===== config.mk =====
export PLATFORM = sky130hd
export DESIGN_NAME = pmmo_misc_options
export DESIGN_NICKNAME = d
export VERILOG_FILES = /design/src/pmmo_pkg.sv /design/src/pmmo_misc_options.sv
export SDC_FILE = /design/constraint.sdc
export NUM_CORES = 1
export LEC_CHECK = 0
export ABC_AREA = 1
export BUFFER_PORTS_ARGS = -buffer_cell sky130_fd_sc_hd__buf_2
export CORE_ASPECT_RATIO = 1.4
export CORE_MARGIN = 4
export CORE_UTILIZATION = 30
export DETAILED_ROUTE_END_ITERATION = 10
export PLACE_DENSITY = 0.52
export RECOVER_POWER = 25
export SETUP_SLACK_MARGIN = 0.2
export SLEW_MARGIN = 20
export SYNTH_ARGS = -nofsm -noshare
export SYNTH_HDL_FRONTEND = slang
export SYNTH_SLANG_ARGS = --single-unit

===== constraint.sdc =====
create_clock -name ref_clk_i -period 4.7 [get_ports ref_clk_i]
set_input_delay 0.235 -clock ref_clk_i [delete_from_list [all_inputs] [get_ports ref_clk_i]]
set_output_delay 0.235 -clock ref_clk_i [all_outputs]
set_load 0.02 [all_outputs]

===== src/pmmo_pkg.sv =====
// Package for the power module miscellaneous options block.
// Assumes a command decoder upstream that presents command code and data words.
package pmmo_pkg;
    localparam logic [7:0]  CMD_MISC_OPTIONS    = 8'hF0;
    localparam logic [7:0]  CMD_STORE_ALL       = 8'h11;
    localparam logic [7:0]  CMD_CLEAR_FAULTS    = 8'h03;
    localparam logic [7:0]  CMD_VOUT_COMMAND    = 8'h21;
    localparam logic [7:0]  CMD_ON_OFF_CONFIG   = 8'h02;
    localparam logic [15:0] MISC_RESET          = 16'h0193;
    localparam logic [15:0] MISC_WRITE_MASK     = 16'h01D7;
    localparam int          BIT_OV_REL_SEL      = 0;
    localparam int          BIT_TRIM_LO         = 1;
    localparam int          BIT_LS_EN           = 4;
    localparam int          BIT_SYNC_OUT        = 6;
    localparam int          BIT_SYNC_IN         = 7;
    localparam int          BIT_SYNC_MASK       = 8;
    localparam int          ON_OFF_POL_BIT      = 1;
    localparam logic [7:0]  ON_OFF_RESET        = 8'h17;
    localparam logic [15:0] VOUT_SCALE          = 16'h0200;
    localparam logic [15:0] VOUT_RESET          = 16'h0266;
    // Release threshold 0.2 V expressed in the same 1/512 V units as the set point
    localparam logic [15:0] FB_RELEASE_CODE     = 16'h0066;
    localparam int          PG_LO_PCT           = 95;
    localparam int          PG_HI_PCT           = 105;
    localparam logic [2:0]  TRIM_NONE           = 3'h0;

    typedef enum logic [1:0] {
        PMMO_OV_IGNORE,
        PMMO_OV_SHUTDOWN,
        PMMO_OV_RESTART,
        PMMO_OV_RETRY
    } pmmo_ov_action_t;

    typedef struct packed {
        logic        valid;
        logic [7:0]  code;
        logic        write;
        logic [15:0] data;
    } pmmo_cmd_t;

    typedef struct packed {
        logic       low_side_hold;
        logic       level_shifter_on;
        logic [2:0] trim_sel;
        logic       sync_out_en;
        logic       sync_in_en;
    } pmmo_ctrl_t;
endpackage


===== src/pmmo_misc_options.sv =====
// Miscellaneous options register and its effects on power stage control.
// Assumes commands are decoded on ref_clk_i; the on/off, sync and free clock pins pass a two-flop sync here.
`timescale 1ns/1ps
`default_nettype none
module pmmo_misc_options (
    input  wire logic                      ref_clk_i,
    input  wire logic                      rst_i,
    input  wire pmmo_pkg::pmmo_cmd_t       cmd_i,
    input  wire pmmo_pkg::pmmo_ov_action_t overvoltage_fault_action_i,
    input  wire logic                      debug_limit_override_i,
    input  wire logic                      cmd_data_invalid_i,
    input  wire logic [15:0]               nvm_misc_i,
    input  wire logic                      nvm_restore_i,
    input  wire logic                      overvoltage_detect_i,
    input  wire logic [15:0]               feedback_sense_pin_i,
    input  wire logic [15:0]               vout_sense_i,
    input  wire logic                      on_off_control_pin_i,
    input  wire logic                      driver_enable_i,
    input  wire logic                      startup_begin_i,
    input  wire logic                      disabled_state_i,
    input  wire logic                      free_clock_i,
    input  wire logic                      sync_pin_i,
    input  wire logic                      sync_fault_i,
    output logic [15:0]                    rd_data_o,
    output logic                           nvm_store_o,
    output logic [15:0]                    nvm_data_o,
    output pmmo_pkg::pmmo_ctrl_t           ctrl_o,
    output logic                           sync_pin_o,
    output logic                           sync_pin_oe_o,
    output logic                           switch_clock_o,
    output logic                           sync_fault_status_o,
    output logic                           sync_fault_response_o,
    output logic                           invalid_data_flag_o,
    output logic                           convert_enable_o,
    output logic                           power_good_output_o,
    output logic                           power_good_output_oe_o
);
    import pmmo_pkg::*;

    ////////////////////////////////////////////////////////////////////////////
    function automatic logic [2:0] trim_decode(input logic [1:0] f);
        // Threshold step in 12.5% units, two's complement
        case (f)
            2'b00:   trim_decode = TRIM_NONE;
            2'b01:   trim_decode = 3'h1;
            2'b10:   trim_decode = 3'h6;
            2'b11:   trim_decode = 3'h7;
            default: trim_decode = TRIM_NONE;
        endcase
    endfunction

    function automatic logic [22:0] pct(input logic [15:0] v, input int p);
        pct = 23'(v) * 23'(p);
    endfunction

    ////////////////////////////////////////////////////////////////////////////
    // Pin synchronisers: first stage is read only by the second
    logic [2:0] pin_s1_q;
    logic [2:0] pin_s2_q;
    always_ff @(posedge ref_clk_i) begin
        pin_s1_q <= {on_off_control_pin_i, sync_pin_i, free_clock_i};
        pin_s2_q <= pin_s1_q;
    end
    wire on_off_pin_s = pin_s2_q[2];
    wire sync_pin_s   = pin_s2_q[1];
    wire free_clk_s   = pin_s2_q[0];

    ////////////////////////////////////////////////////////////////////////////
    logic [15:0] misc_q;
    logic [7:0]  on_off_cfg_q;
    logic [15:0] vout_cmd_q;
    wire wr_hit   = cmd_i.valid && cmd_i.write;
    wire wr_misc  = wr_hit && (cmd_i.code == CMD_MISC_OPTIONS);
    wire wr_onoff = wr_hit && (cmd_i.code == CMD_ON_OFF_CONFIG);
    wire wr_vout  = wr_hit && (cmd_i.code == CMD_VOUT_COMMAND);
    wire do_store = cmd_i.valid && (cmd_i.code == CMD_STORE_ALL);
    wire do_clear = cmd_i.valid && (cmd_i.code == CMD_CLEAR_FAULTS);
    wire [15:0] misc_d = (cmd_i.data & MISC_WRITE_MASK) | (misc_q & ~MISC_WRITE_MASK);

    always_ff @(posedge ref_clk_i) begin
        if (rst_i) begin
            misc_q <= MISC_RESET;
        end else if (nvm_restore_i) begin
            misc_q <= nvm_misc_i & MISC_WRITE_MASK;
        end else if (wr_misc) begin
            misc_q <= misc_d;
        end
    end

    always_ff @(posedge ref_clk_i) begin
        if (rst_i) begin
            on_off_cfg_q <= ON_OFF_RESET;
            vout_cmd_q   <= VOUT_RESET;
        end else begin
            if (wr_onoff) begin
                on_off_cfg_q <= cmd_i.data[7:0];
            end
            // Host scales voltage by VOUT_SCALE before sending
            if (wr_vout) begin
                vout_cmd_q <= cmd_i.data;
            end
        end
    end

    always_ff @(posedge ref_clk_i) begin
        if (rst_i) begin
            nvm_store_o         <= 1'b0;
            nvm_data_o          <= 16'h0000;
            rd_data_o           <= 16'h0000;
            invalid_data_flag_o <= 1'b0;
        end else begin
            nvm_store_o <= do_store;
            nvm_data_o  <= misc_q;
            rd_data_o   <= misc_q;
            if (wr_hit && cmd_data_invalid_i && !debug_limit_override_i) begin
                invalid_data_flag_o <= 1'b1;
            end else if (do_clear) begin
                invalid_data_flag_o <= 1'b0;
            end
        end
    end

    ////////////////////////////////////////////////////////////////////////////
    // Low-side latch on overvoltage
    wire ov_latch   = overvoltage_detect_i && (overvoltage_fault_action_i != PMMO_OV_IGNORE);
    wire rel_sel0   = startup_begin_i || (do_clear && disabled_state_i);
    wire rel_sel1   = feedback_sense_pin_i < FB_RELEASE_CODE;
    wire ls_release = misc_q[BIT_OV_REL_SEL] ? rel_sel1 : rel_sel0;
    logic ls_hold_q;
    logic drv_en_q;
    logic ls_en_q;
    always_ff @(posedge ref_clk_i) begin
        if (rst_i) begin
            ls_hold_q <= 1'b0;
            drv_en_q  <= 1'b0;
            ls_en_q   <= 1'b0;
        end else begin
            drv_en_q <= driver_enable_i;
            if (ov_latch) begin
                ls_hold_q <= 1'b1;
            end else if (ls_release) begin
                ls_hold_q <= 1'b0;
            end
            // Sampled only on the enable edge so a mid-run write cannot glitch the loop
            if (driver_enable_i && !drv_en_q) begin
                ls_en_q <= misc_q[BIT_LS_EN];
            end
        end
    end

    ////////////////////////////////////////////////////////////////////////////
    // Sync pin, conversion enable and power good
    wire sync_out = misc_q[BIT_SYNC_OUT];
    wire sync_in  = misc_q[BIT_SYNC_IN] && !sync_out;
    wire on_pol   = on_off_cfg_q[ON_OFF_POL_BIT];
    wire [22:0] v_x100 = pct(vout_sense_i, 100);
    wire pg_in_win = (v_x100 >= pct(vout_cmd_q, PG_LO_PCT)) && (v_x100 <= pct(vout_cmd_q, PG_HI_PCT));
    always_ff @(posedge ref_clk_i) begin
        if (rst_i) begin
            ctrl_o                 <= '0;
            sync_pin_o             <= 1'b0;
            sync_pin_oe_o          <= 1'b0;
            switch_clock_o         <= 1'b0;
            sync_fault_status_o    <= 1'b0;
            sync_fault_response_o  <= 1'b0;
            convert_enable_o       <= 1'b0;
            power_good_output_o    <= 1'b0;
            power_good_output_oe_o <= 1'b1;
        end else begin
            ctrl_o.low_side_hold    <= ls_hold_q;
            // Gated by the delayed enable so a stale captured bit never shows at the enable edge
            ctrl_o.level_shifter_on <= ls_en_q && drv_en_q;
            ctrl_o.trim_sel         <= trim_decode(misc_q[BIT_TRIM_LO+:2]);
            ctrl_o.sync_out_en      <= sync_out;
            ctrl_o.sync_in_en       <= sync_in;
            sync_pin_o              <= sync_out && free_clk_s;
            sync_pin_oe_o           <= sync_out;
            switch_clock_o          <= sync_in ? sync_pin_s : free_clk_s;
            sync_fault_status_o     <= sync_fault_i && !misc_q[BIT_SYNC_MASK];
            sync_fault_response_o   <= sync_fault_i && !misc_q[BIT_SYNC_MASK];
            convert_enable_o        <= on_pol ? on_off_pin_s : !on_off_pin_s;
            power_good_output_o     <= 1'b0;
            power_good_output_oe_o  <= !pg_in_win;
        end
    end
endmodule
`default_nettype wire


Yosys cells after proc, flatten, opt, wreduce, memory -nomap -nowiden
Index checks and enable logic that the tools add are counted.

Flip-flop bits (word level): 73. Bits of input ports: 89. Output and inout port bits: 49. Word-level logic and storage cells: 76.

Multipliers: 3. $lt $le $gt $ge: 3. Equal/unequal tests: 8. Muxes and demuxes: 10. Bitwise operators: 1. Reduce and logical (&&, ||, !) cells: 29.

Operators with widths (number): 16-bit by 7-bit multiplier with 23-bit output (second input constant) (2); 23-bit >= comparator (1); 23-bit less-or-equal comparator (1); 16-bit by 5-bit multiplier with 21-bit output (second input constant) (1); 9-bit 2-to-1 mux (2); 8-bit by 2-bit equality test with 1-bit output (second input constant) (2); 1-bit logical AND (16); 16-bit by 7-bit less-than comparator with 1-bit output (second input constant) (1); 9-bit by 16-bit OR with 16-bit output (1); 3-bit one-hot mux with 4 select lines (1); 8-bit by 5-bit equality test with 1-bit output (second input constant) (1); 8-bit by 6-bit equality test with 1-bit output (second input constant) (1); 8-bit equality test (second input constant) (1); 2-bit nonzero test (4); 1-bit 2-to-1 mux (7); 1-bit logical NOT (6); 2-bit equality test (second input constant) (2); 2-bit by 1-bit equality test with 1-bit output (second input constant) (1); 2-bit logical NOT (1); 2-bit OR reduction (1); 1-bit logical OR (1).

Logic depth before layout (Yosys ltp)
Gate-level depths: netlist (run 1).

Word-level depth: 7. Depth in mapped cells: 27. Gate-level depth less buffers: 27.

Least setup slack after synthesis (run 1)
No wires, ideal clock.

Path type: flip-flop to flip-flop. Start point: reg vout_cmd_q[10]. End point: reg power_good_output_oe_o. Setup time: 0.131 ns. Data arrival time: 4.462 ns. Required time: 4.569 ns. Setup slack: 0.107 ns. Stages on the path, launching flop included: 24. Buffers on the path: 0. Period minus slack after synthesis: 4.593 ns. Cells stage by stage: dfxtp_1 -> fa_1 -> fa_1 -> fa_1 -> inv_1 -> fa_1 -> inv_1 -> ha_1 -> nand2_2 -> inv_1 -> a21oi_2 -> nor2_1 -> nor2_1 -> nand2_1 -> nand2_1 -> nand2_1 -> ha_1 -> nand2_1 -> nor2_1 -> nand2_1 -> nor2_1 -> nand2_1 -> nand4_1 -> nand3_1.

Word-level cells in the longest chain between the ends: 4. Elaborated cells on any way between the ends: 6. Those cells by class: mul: 2; order compare: 2; reduce/logical: 2.

Ends and longest elaborated chain: start, declared (line pmmo_misc_options.sv:71) `logic [15:0] vout_cmd_q;`; start signal, assigned (line pmmo_misc_options.sv:100) `vout_cmd_q <= cmd_i.data;`; 16-bit by 7-bit multiplier with 23-bit output (line pmmo_misc_options.sv:53) `pct = 23'(v) * 23'(p);`; 23-bit >= comparator / 23-bit less-or-equal comparator (equally long branches) (line pmmo_misc_options.sv:157) `wire pg_in_win = (v_x100 >= pct(vout_cmd_q, PG_LO_PCT)) && (v_x100 <= pct(vout_cmd_q, PG_HI_PCT));`; 1-bit logical AND * (line pmmo_misc_options.sv:157); 1-bit logical NOT * (line pmmo_misc_options.sv:183) `power_good_output_oe_o <= !pg_in_win;`; end signal, assigned (line pmmo_misc_options.sv:183); end, declared (line pmmo_misc_options.sv:36) `output logic power_good_output_oe_o`.

Mark *: on every way between the ends. The rest lies on a longest branch, timed or not. A chain may end at the register's enable or synchronous reset.

Worst setup path in the final report (run 1)
Ends and elaborated chain as after synthesis.

==> impl_metrics.json, run 1 <==
{
  "status": "completed",
  "synth.avg_cell_area_sq_um": 7.352,
  "final_hold_viol_count": 0,
  "area_delta_synth_final_pct": 23.15,
  "p_total_mw": 2.055,
  "critical_path.max_fanout": 5,
  "num_vias": 8939,
  "finalNonFillerCells": 2015,
  "grt_pass1_wl_mm": 43.26,
  "die_h_um": 225.5,
  "ant_nets": 0,
  "hold_path_class": "in -> reg",
  "most-common-layout-cells": "303 x nand2_1, 279 x inv_1, 183 x ha_1",
  "critPathKind": "reg -> reg",
  "die_x_um": 163.4,
  "setup_slack_ps": 171.5,
  "ir_drop_mv": 0.1677,
  "ys_types": 38,
  "io_buffers": 108,
  "wirelength_mm": 26.15,
  "antenna_found_initial": 0,
  "power_frac_clock_pct": 18.9,
  "relSlewSlack_pct": 53.54,
  "ff2ff_path_depth": 22,
  "fmax_mhz": 220.8,
  "synth_edf_count": 0,
  "drt_iter0_markers": 209,
  "drc": 0,
  "num-fill-cells": 3596,
  "end_kind": "register",
  "required_ps": 4930,
  "grt_usage_pct": 14.28,
  "crit_end": "power_good_output_oe_o",
  "drv_slew": 0,
  "min_period_ps": 4529,
  "grt_overflow": 0,
  "cts.sinks": 52,
  "worstPathArrival_ps": 4760,
  "cts_tree": "yes",
  "async_flop_share_pct": 0,
  "fp-row-count": 79,
  "grt.busiest_layer": "met2",
  "grtUsageMet1_pct": 16.72,
  "insertedDiodeCount": 0,
  "yosysWarnings": 0,
  "ys_ff_latch": 52,
  "final_common_cell": "nand2_1",
  "rr_startpoint": "vout_cmd_q[10]",
  "critPathLaunch": "vout_cmd_q[10]",
  "placedCellCount": 1995,
  "route.detailed.wl_per_inst_um": 12.98,
  "clk_pin_slew_worst_paths_ps": 80,
  "seqPwrFrac_pct": 22.8,
  "routed_via_density": 4.436,
  "ios": 138,
  "rsz0062_at_grt": "yes",
  "p_leak_nw": 6.926,
  "clock-root-buffer": "clkbuf_16",
  "grtUsageMet3_pct": 1.409,
  "fin_nets": 1952,
  "place_hpwl_mm": 23.30,
  "switchingPower_uw": 918.6,
  "cap_violations": 0,
  "worstMarginPinSlew_ps": 696.9,
  "fin_skew_ps": 2.327,
  "die_area_sq_mm": 0.03684,
  "reg2reg_to": "power_good_output_oe_o",
  "cts.path.max_buffers": 2,
  "power.internal_mw": 1.136,
  "min_period_over_period_pct": 96.35,
  "synth_area_sq_mm": 0.01014,
  "firstDrtPassIters": 5,
  "r2r_slack_ps": 170,
  "pre_cts_ws_ps": -135.2,
  "clk_latency_ps": 300,
  "ys_seq_area_share_pct": 10.27,
  "drive_gt1_share_pct": 21.97,
  "swShare_pct": 44.71,
  "power_frac_comb_pct": 58.3,
  "use_met2_pct": 27.36,
  "grt_pass1_vias": 9315,
  "multi_input_area_sq_mm": 0.008358,
  "p_per_area_mw_per_mm2": 164.6,
  "synth_ff_type": "dfxtp_1",
  "start_util_pct": 30.44,
  "gp_congestion": 0.9083,
  "fp.coreArea_sq_mm": 0.03331,
  "cts_inserted_buffers": 5,
  "start_kind": "register",
  "h-tree-depth": 2,
  "postCtsHoldBufs": 0,
  "tns_ps": 0,
  "synthCells": 1379,
  "seq_area_sq_mm": 0.001069,
  "final-setup-viol-count": 0,
  "grt_max_degree": 33,
  "hold_path_startpoint": "on_off_control_pin_i"
}
[kinds of logic after synthesis]
kind of cell | count (synthesis) | share of synthesized area [%]
compound gates | 114 | 7.367
xor+xnor | 33 | 2.851
fa+ha+maj | 294 | 42.72
buf+inv | 323 | 13.44
flops | 52 | 10.27
other cells | 1 | 0.03699
simple gates | 562 | 23.31
[metal layers]
layer / share of wire, % / up-vias / routed length, um
li1: - / 4670 / -
met1: 41 / 4051 / 10830
met2: 52 / 172 / 13650
met3: 3.4 / 46 / 880
met4: 3.0 / 0 / 791
met5: 0 / - / 0
[sequential cells by signal (all words and copies together), names as in the netlist]
name / count
ctrl_o: 5
sync_pin_o: 1
drv_en_q: 1
ls_en_q: 1
pin_s2_q: 3
ls_hold_q: 1
vout_cmd_q: 16
sync_fault_response_o: 1
pin_s1_q: 3
invalid_data_flag_o: 1
on_off_cfg_q: 1
nvm_data_o: 7
misc_q: 7
nvm_store_o: 1
convert_enable_o: 1
power_good_output_oe_o: 1
switch_clock_o: 1
[stage by stage]
| stage | hold WS [ps] | instance area (sq um) | utilization (%) |
|---|---|---|---|
| floorplan | 262.7 | 10210 | - |
| global placement | 311.4 | 11660 | 35.01 |
| detailed placement | 312.1 | 11660 | 35.01 |
| CTS | 23.50 | 12200 | 36.61 |
| global route | 19.28 | 12490 | 37.48 |
| finish | 31.88 | 12490 | 37.48 |
[power groups by stage]
stage | registers, mW | logic (mW) | clock network [mW]
final | 0.468 | 1.20 | 0.389
after global routing | 0.470 | 1.39 | 0.423
after CTS | 0.468 | 1.16 | 0.404
after detailed placement | 0.481 | 1.10 | 0
after global placement | 0.481 | 1.09 | 0
after floorplan | 0.491 | 0.812 | 0
[worst max-delay path: stages, from the launching register on]
cell,delay (ps)
dfxtp_4,370
fa_1,550
fa_1,440
fa_1,540
inv_1,50
fa_1,490
inv_1,60
ha_4,290
nand2_2,60
inv_1,110
nand2_1,100
nor2_2,120
nand4_1,170
nand3_1,130
nand2_1,50
nand2_1,70
ha_1,260
nand2_2,90
nor2_4,40
buf_4,120
a21oi_2,170
nand4_1,100
nand3_1,70
[worst min path at each step]
stage / endpoint / slack, ps / depth (start not counted)
2_1_floorplan: pin_s1_q[0] / 260 / 0
3_3_place_gp: pin_s2_q[0] / 310 / 0
3_5_place_dp: pin_s2_q[2] / 310 / 0
4_1_cts: pin_s1_q[2] / 20 / 1
5_1_grt: pin_s1_q[2] / 20 / 1
6_report: pin_s1_q[2] / 30 / 1
[cells in the mapped netlist (all sizes together), types with 13 or more instances]
| library cell | instances | share of area [%] |
|---|---|---|
| nand4 | 23 | 1.4 |
| nor2 | 129 | 5.0 |
| nand2 | 327 | 12 |
| a21oi | 60 | 3.0 |
| dfxtp | 52 | 10 |
| fa | 87 | 17 |
| inv | 285 | 11 |
| buf | 35 | 2.8 |
| nand3 | 60 | 3.0 |
| xor2 | 20 | 1.7 |
| o21ai | 23 | 1.3 |
| ha | 207 | 26 |
| xnor2 | 13 | 1.1 |
[cell type report]
class	instances	share of cell area, %
well taps	445	4.459
inverters	285	8.568
flip-flops and latches	52	8.558
repair buffers	203	10.27
clock inverters	3	0.2004
clock buffers	5	1.002
multi-input cells	1022	66.94
[repair_timing]
action,CTS,global route
endpoints found under the setup margin,1,1
setup buffers,5,7
gates resized for setup,75,48
pin swaps,45,30
(Power assumes the default switching activity.)
==> inputs of run 2 (changes only) <==
--- a/config.mk
+++ b/config.mk
@@ -6,9 +6,8 @@
 export NUM_CORES = 1
 export LEC_CHECK = 0
 export ABC_AREA = 1
-export BUFFER_PORTS_ARGS = -buffer_cell sky130_fd_sc_hd__buf_2
+export BUFFER_PORTS_ARGS = -buffer_cell sky130_fd_sc_hd__clkbuf_2
 export CORE_ASPECT_RATIO = 1.4
-export CORE_MARGIN = 4
 export CORE_UTILIZATION = 30
 export DETAILED_ROUTE_END_ITERATION = 10
 export PLACE_DENSITY = 0.52
==> impl_metrics.json, run 2 (synthesis gave the netlist of run 1 again) <==
{
  "fin_skew_ps": 15.20,
  "drive_gt1_share_pct": 24.39,
  "relSlewSlack_pct": -9.885,
  "status": "finished with violations",
  "critPathKind": "reg -> reg",
  "seq_area_sq_mm": 0.001067,
  "end_kind": "register",
  "grt_pass1_wl_mm": 43.27,
  "io_buffers": 108,
  "placedCellCount": 1999,
  "fp.coreArea_sq_mm": 0.03321,
  "min_period_over_period_pct": 96.39,
  "most-common-layout-cells": "289 x nand2_1, 276 x inv_1, 173 x ha_1",
  "largest_reg_flops": 16,
  "ir_drop_mv": 0.1625,
  "postCtsHoldBufs": 0,
  "grt_max_degree": 33,
  "place_area_sq_mm": 0.01169,
  "insertedDiodeCount": 0,
  "ant_nets": 0,
  "grt_usage_pct": 15.90,
  "antenna_found_initial": 1,
  "fin_nets": 1952,
  "num-fill-cells": 3542,
  "clk_pin_slew_worst_paths_ps": 80,
  "num_vias": 8996,
  "drc": 0,
  "fmax_mhz": 220.7,
  "final_area_sq_mm": 0.01277,
  "min_period_ps": 4530,
  "drt_iter0_markers": 195,
  "firstDrtPassIters": 4,
  "grt_pass1_vias": 9193,
  "routed_via_density": 4.465,
  "final_common_cell": "nand2_1",
  "route.detailed.wl_per_inst_um": 13.14,
  "die_h_um": 219.5,
  "cts_inserted_buffers": 5,
  "ios": 138,
  "p_total_mw": 2.102,
  "fp-row-count": 79,
  "p_per_area_mw_per_mm2": 164.7,
  "wirelength_mm": 26.48,
  "p_leak_nw": 6.962,
  "top_regs": "vout_cmd_q (16), misc_q (7), nvm_data_o (7)",
  "cap_violations": 1,
  "die_x_um": 157.4,
  "worstMarginPinSlew_ps": 1648,
  "critical_path.max_fanout": 7,
  "required_ps": 4870,
  "worstPathArrival_ps": 4700,
  "area_delta_synth_final_pct": 25.92,
  "final-setup-viol-count": 0,
  "cts_tree": "yes",
  "start_util_pct": 30.53,
  "rsz0062_at_grt": "yes",
  "final_hold_viol_count": 0,
  "place_hpwl_mm": 23.62,
  "finalNonFillerCells": 2015,
  "clk_latency_ps": 310,
  "multi_input_area_sq_mm": 0.008631,
  "top_register": "vout_cmd_q",
  "drv_slew": 32,
  "gp_congestion": 0.9088,
  "hold_path_class": "in -> reg",
  "cts.sinks": 52,
  "cts.path.max_buffers": 2,
  "clock-root-buffer": "clkbuf_16",
  "h-tree-depth": 2,
  "start_kind": "register",
  "violations": "capacitance limit, slew limit",
  "die_area_sq_mm": 0.03455,
  "grt_overflow": 0
}
## run 2: timing repair
item | 4_1_cts | 5_1_grt
resized for setup | 123 | 47
hold endpoints to repair | 0 | 0
gates cloned | 0 | 0
setup endpoints to repair | 1 | 1
pin swaps | 79 | 51
setup buffers | 6 | 2
## run 2: routing by layer
metal | global-route usage (%) | vias up | part of all wire, %
li1 | - | 4673 | -
met1 | 17.46 | 4108 | 41
met2 | 31.17 | 168 | 53
met3 | 1.436 | 45 | 2.6
met4 | 5.534 | 2 | 3.1
met5 | 0 | - | 0.045
## run 2: critical path, stage by stage, from the launching register on
cell and delay, ps:
dfxtp_2 330, buf_12 130, fa_1 500, fa_1 570, fa_1 460, fa_2 510, ha_4 330, a21oi_4 70
o21a_1 220, nor2_1 120, nor2_1 70, buf_4 130, nand3b_1 80, nand2_2 80, ha_4 270, nand2_1 50
nor2_1 130, nand2_2 70, nor2_1 90, nand2_1 60, nand4_1 70, nand3_1 70
## run 2: through the flow
step,worst slack (ps),hold WS (ps),TNS [ps],utilization [%]
6_report,169.8,28.23,0,38.44
5_1_grt,-2.163,15.17,-2.163,38.44
4_1_cts,184.4,20.91,0,37.72
3_5_place_dp,-132.3,314.7,-132.3,35.21
3_3_place_gp,-127.6,311.6,-127.6,35.21
2_1_floorplan,209.6,262.7,0,-
## run 2: path summary, 6_finish.rpt
path	slack, ps	to	start	cells after the start
max	170	power_good_output_oe_o	vout_cmd_q[8]	21
min	30	pin_s1_q[2]	on_off_control_pin_i	1
max reg2reg	170	power_good_output_oe_o	vout_cmd_q[8]	21
min reg2reg	330	pin_s2_q[1]	pin_s1_q[1]	0
## run 2: final cells by class
class / count / share of cell area (%)
Clock buffer: 5 / 0.9801
Clock inverter: 3 / 0.2156
Inverter: 285 / 8.399
Multi-Input combinational cell: 1022 / 67.61
Sequential cell: 52 / 8.360
Tap cell: 445 / 4.361
Timing Repair Buffer: 203 / 10.08
## run 2: where the power goes
part | switching [mW] | leakage, nW | internal [mW]
sequential | 0.0116 | 0.432 | 0.457
combinational | 0.736 | 6.46 | 0.504
clock | 0.192 | 0.0719 | 0.203
total | 0.939 | 6.96 | 1.16
==> inputs of run 3 (changes only) <==
--- a/config.mk
+++ b/config.mk
@@ -10,7 +10,7 @@
 export CORE_ASPECT_RATIO = 1.4
 export CORE_UTILIZATION = 30
 export DETAILED_ROUTE_END_ITERATION = 10
-export PLACE_DENSITY = 0.52
+export PLACE_DENSITY = 0.5
 export RECOVER_POWER = 25
 export SETUP_SLACK_MARGIN = 0.2
 export SLEW_MARGIN = 20
==> constraint.sdc (replaced) <==
create_clock -name ref_clk_i -period 4.54 [get_ports ref_clk_i]
set_input_delay 0.227 -clock ref_clk_i [delete_from_list [all_inputs] [get_ports ref_clk_i]]
set_output_delay 0.227 -clock ref_clk_i [all_outputs]
set_load 0.02 [all_outputs]
==> impl_metrics.json, run 3 (synthesis gave the netlist of run 1 again) <==
{
  "status": "completed",
  "clk_latency_ps": 300,
  "drv_slew": 0,
  "p_per_area_mw_per_mm2": 168.4,
  "h-tree-depth": 2,
  "top_regs": "vout_cmd_q (16), misc_q (7), nvm_data_o (7)",
  "final_common_cell": "nand2_1",
  "drc": 0,
  "cts_inserted_buffers": 5,
  "required_ps": 4710,
  "die_area_sq_mm": 0.03455,
  "num-fill-cells": 3586,
  "cap_violations": 0,
  "final_hold_viol_count": 0,
  "rsz0062_at_grt": "yes",
  "p_leak_nw": 6.940,
  "grt_pass1_wl_mm": 43.37,
  "route.detailed.wl_per_inst_um": 12.75,
  "hold_path_class": "in -> reg",
  "worstPathArrival_ps": 4640,
  "clock-root-buffer": "clkbuf_16",
  "cts.sinks": 52,
  "fin_nets": 1958,
  "fin_skew_ps": 8.456,
  "wirelength_mm": 25.78,
  "drive_gt1_share_pct": 21.76,
  "finalNonFillerCells": 2021,
  "ios": 138,
  "io_buffers": 108,
  "p_total_mw": 2.099,
  "fp-row-count": 79,
  "grt_pass1_vias": 9388,
  "clk_pin_slew_worst_paths_ps": 80,
  "die_x_um": 157.4,
  "relSlewSlack_pct": 48.29,
  "pre_cts_ws_ps": -390.2,
  "ir_drop_mv": 0.1518,
  "placedCellCount": 2002,
  "whs_ps": 26.18,
  "worstMarginPinSlew_ps": 775.7,
  "routed_via_density": 4.461,
  "firstDrtPassIters": 4,
  "largest_reg_flops": 16,
  "top_register": "vout_cmd_q",
  "cts_tree": "yes",
  "end_kind": "register",
  "min_period_over_period_pct": 98.44,
  "most-common-layout-cells": "303 x nand2_1, 276 x inv_1, 184 x ha_1",
  "min_period_ps": 4469,
  "die_h_um": 219.5,
  "fmax_mhz": 223.8,
  "drt_iter0_markers": 226,
  "cts.path.max_buffers": 2,
  "grt_max_degree": 33,
  "fp.coreArea_sq_mm": 0.03321,
  "area_delta_synth_final_pct": 22.92,
  "critPathKind": "reg -> reg",
  "place_hpwl_mm": 23.15,
  "num_vias": 9016,
  "insertedDiodeCount": 0,
  "antenna_found_initial": 0,
  "grt_overflow": 0,
  "gp_congestion": 0.8897,
  "final-setup-viol-count": 0,
  "finalCoreUtilization_pct": 37.52,
  "start_util_pct": 30.53,
  "grt_usage_pct": 15.76,
  "start_kind": "register",
  "ant_nets": 0,
  "critical_path.max_fanout": 5,
  "setup_slack_ps": 71.03
}
## run 3: cell types whose count changed in the layout (fill, tap and decap cells not counted), sizes merged
cell    previous run  this run
clkbuf           114       113
inv              286       287
clkinv             1         0
buf               94       101
## run 3: what timing repair did
action	CTS	global route
pin swaps	69	4
resized for setup	99	1
hold buffers	0	0
endpoints found under the setup margin	1	1
setup buffers	11	0
## run 3: routing by layer
metal  track usage [%]  vias to the layer above  wire length [um]  share of wire, %
met5                 0                        -                 0                 0
met4             5.049                        0               739               2.9
met3             1.121                       38               670               2.6
met2             30.44                      156             13610                53
met1             18.03                     4141             10760                42
li1                  -                     4681                 -                 -
## run 3: worst paths after layout
check	from	endpoint	cells after the start	slack [ps]
setup / recovery	vout_cmd_q[4]	power_good_output_oe_o	22	70
hold reg to reg	pin_s1_q[1]	pin_s2_q[1]	0	330
setup reg to reg	vout_cmd_q[4]	power_good_output_oe_o	22	70
hold / removal	sync_pin_i	pin_s1_q[1]	1	30
## run 3: area by class of cell
type / count / area (sq um) / area share [%]
Clock buffer: 5 / 125.1 / 1.004
Clock inverter: 3 / 25.02 / 0.2008
Inverter: 285 / 1072 / 8.604
Multi-Input combinational cell: 1022 / 8275 / 66.41
Sequential cell: 52 / 1080 / 8.665
Tap cell: 445 / 556.8 / 4.468
Timing Repair Buffer: 209 / 1328 / 10.65
## run 3: where the power goes
part,switching [mW],leakage (nW),internal [mW]
Sequential,0.0129,0.434,0.470
Combinational,0.732,6.44,0.485
Clock,0.189,0.0708,0.209
## run 3: worst max-delay path: stages (launching register included)
cell and delay (ps):
dfxtp_4 370, fa_1 530, inv_1 50, fa_1 520
inv_1 50, fa_1 470, fa_2 500, ha_4 320
nand2_2 70, nor2_1 140, nand2_1 90, nand3_2 110
nand3b_1 110, nand3b_1 100, nand2_1 80, ha_1 310
nand2_1 70, nor2_1 80, nand2_1 70, nor2_1 90
nand2_1 60, nand4_1 80, nand3_1 80
## run 3: through the flow
| stage | cell area [sq um] | setup TNS, ps |
|---|---|---|
| floorplan | 10250 | 0 |
| global placement | 11760 | -327.9 |
| detailed placement | 11760 | -390.2 |
| CTS | 12460 | 0 |
| global route | 12460 | -243.5 |
| finish | 12460 | 0 |
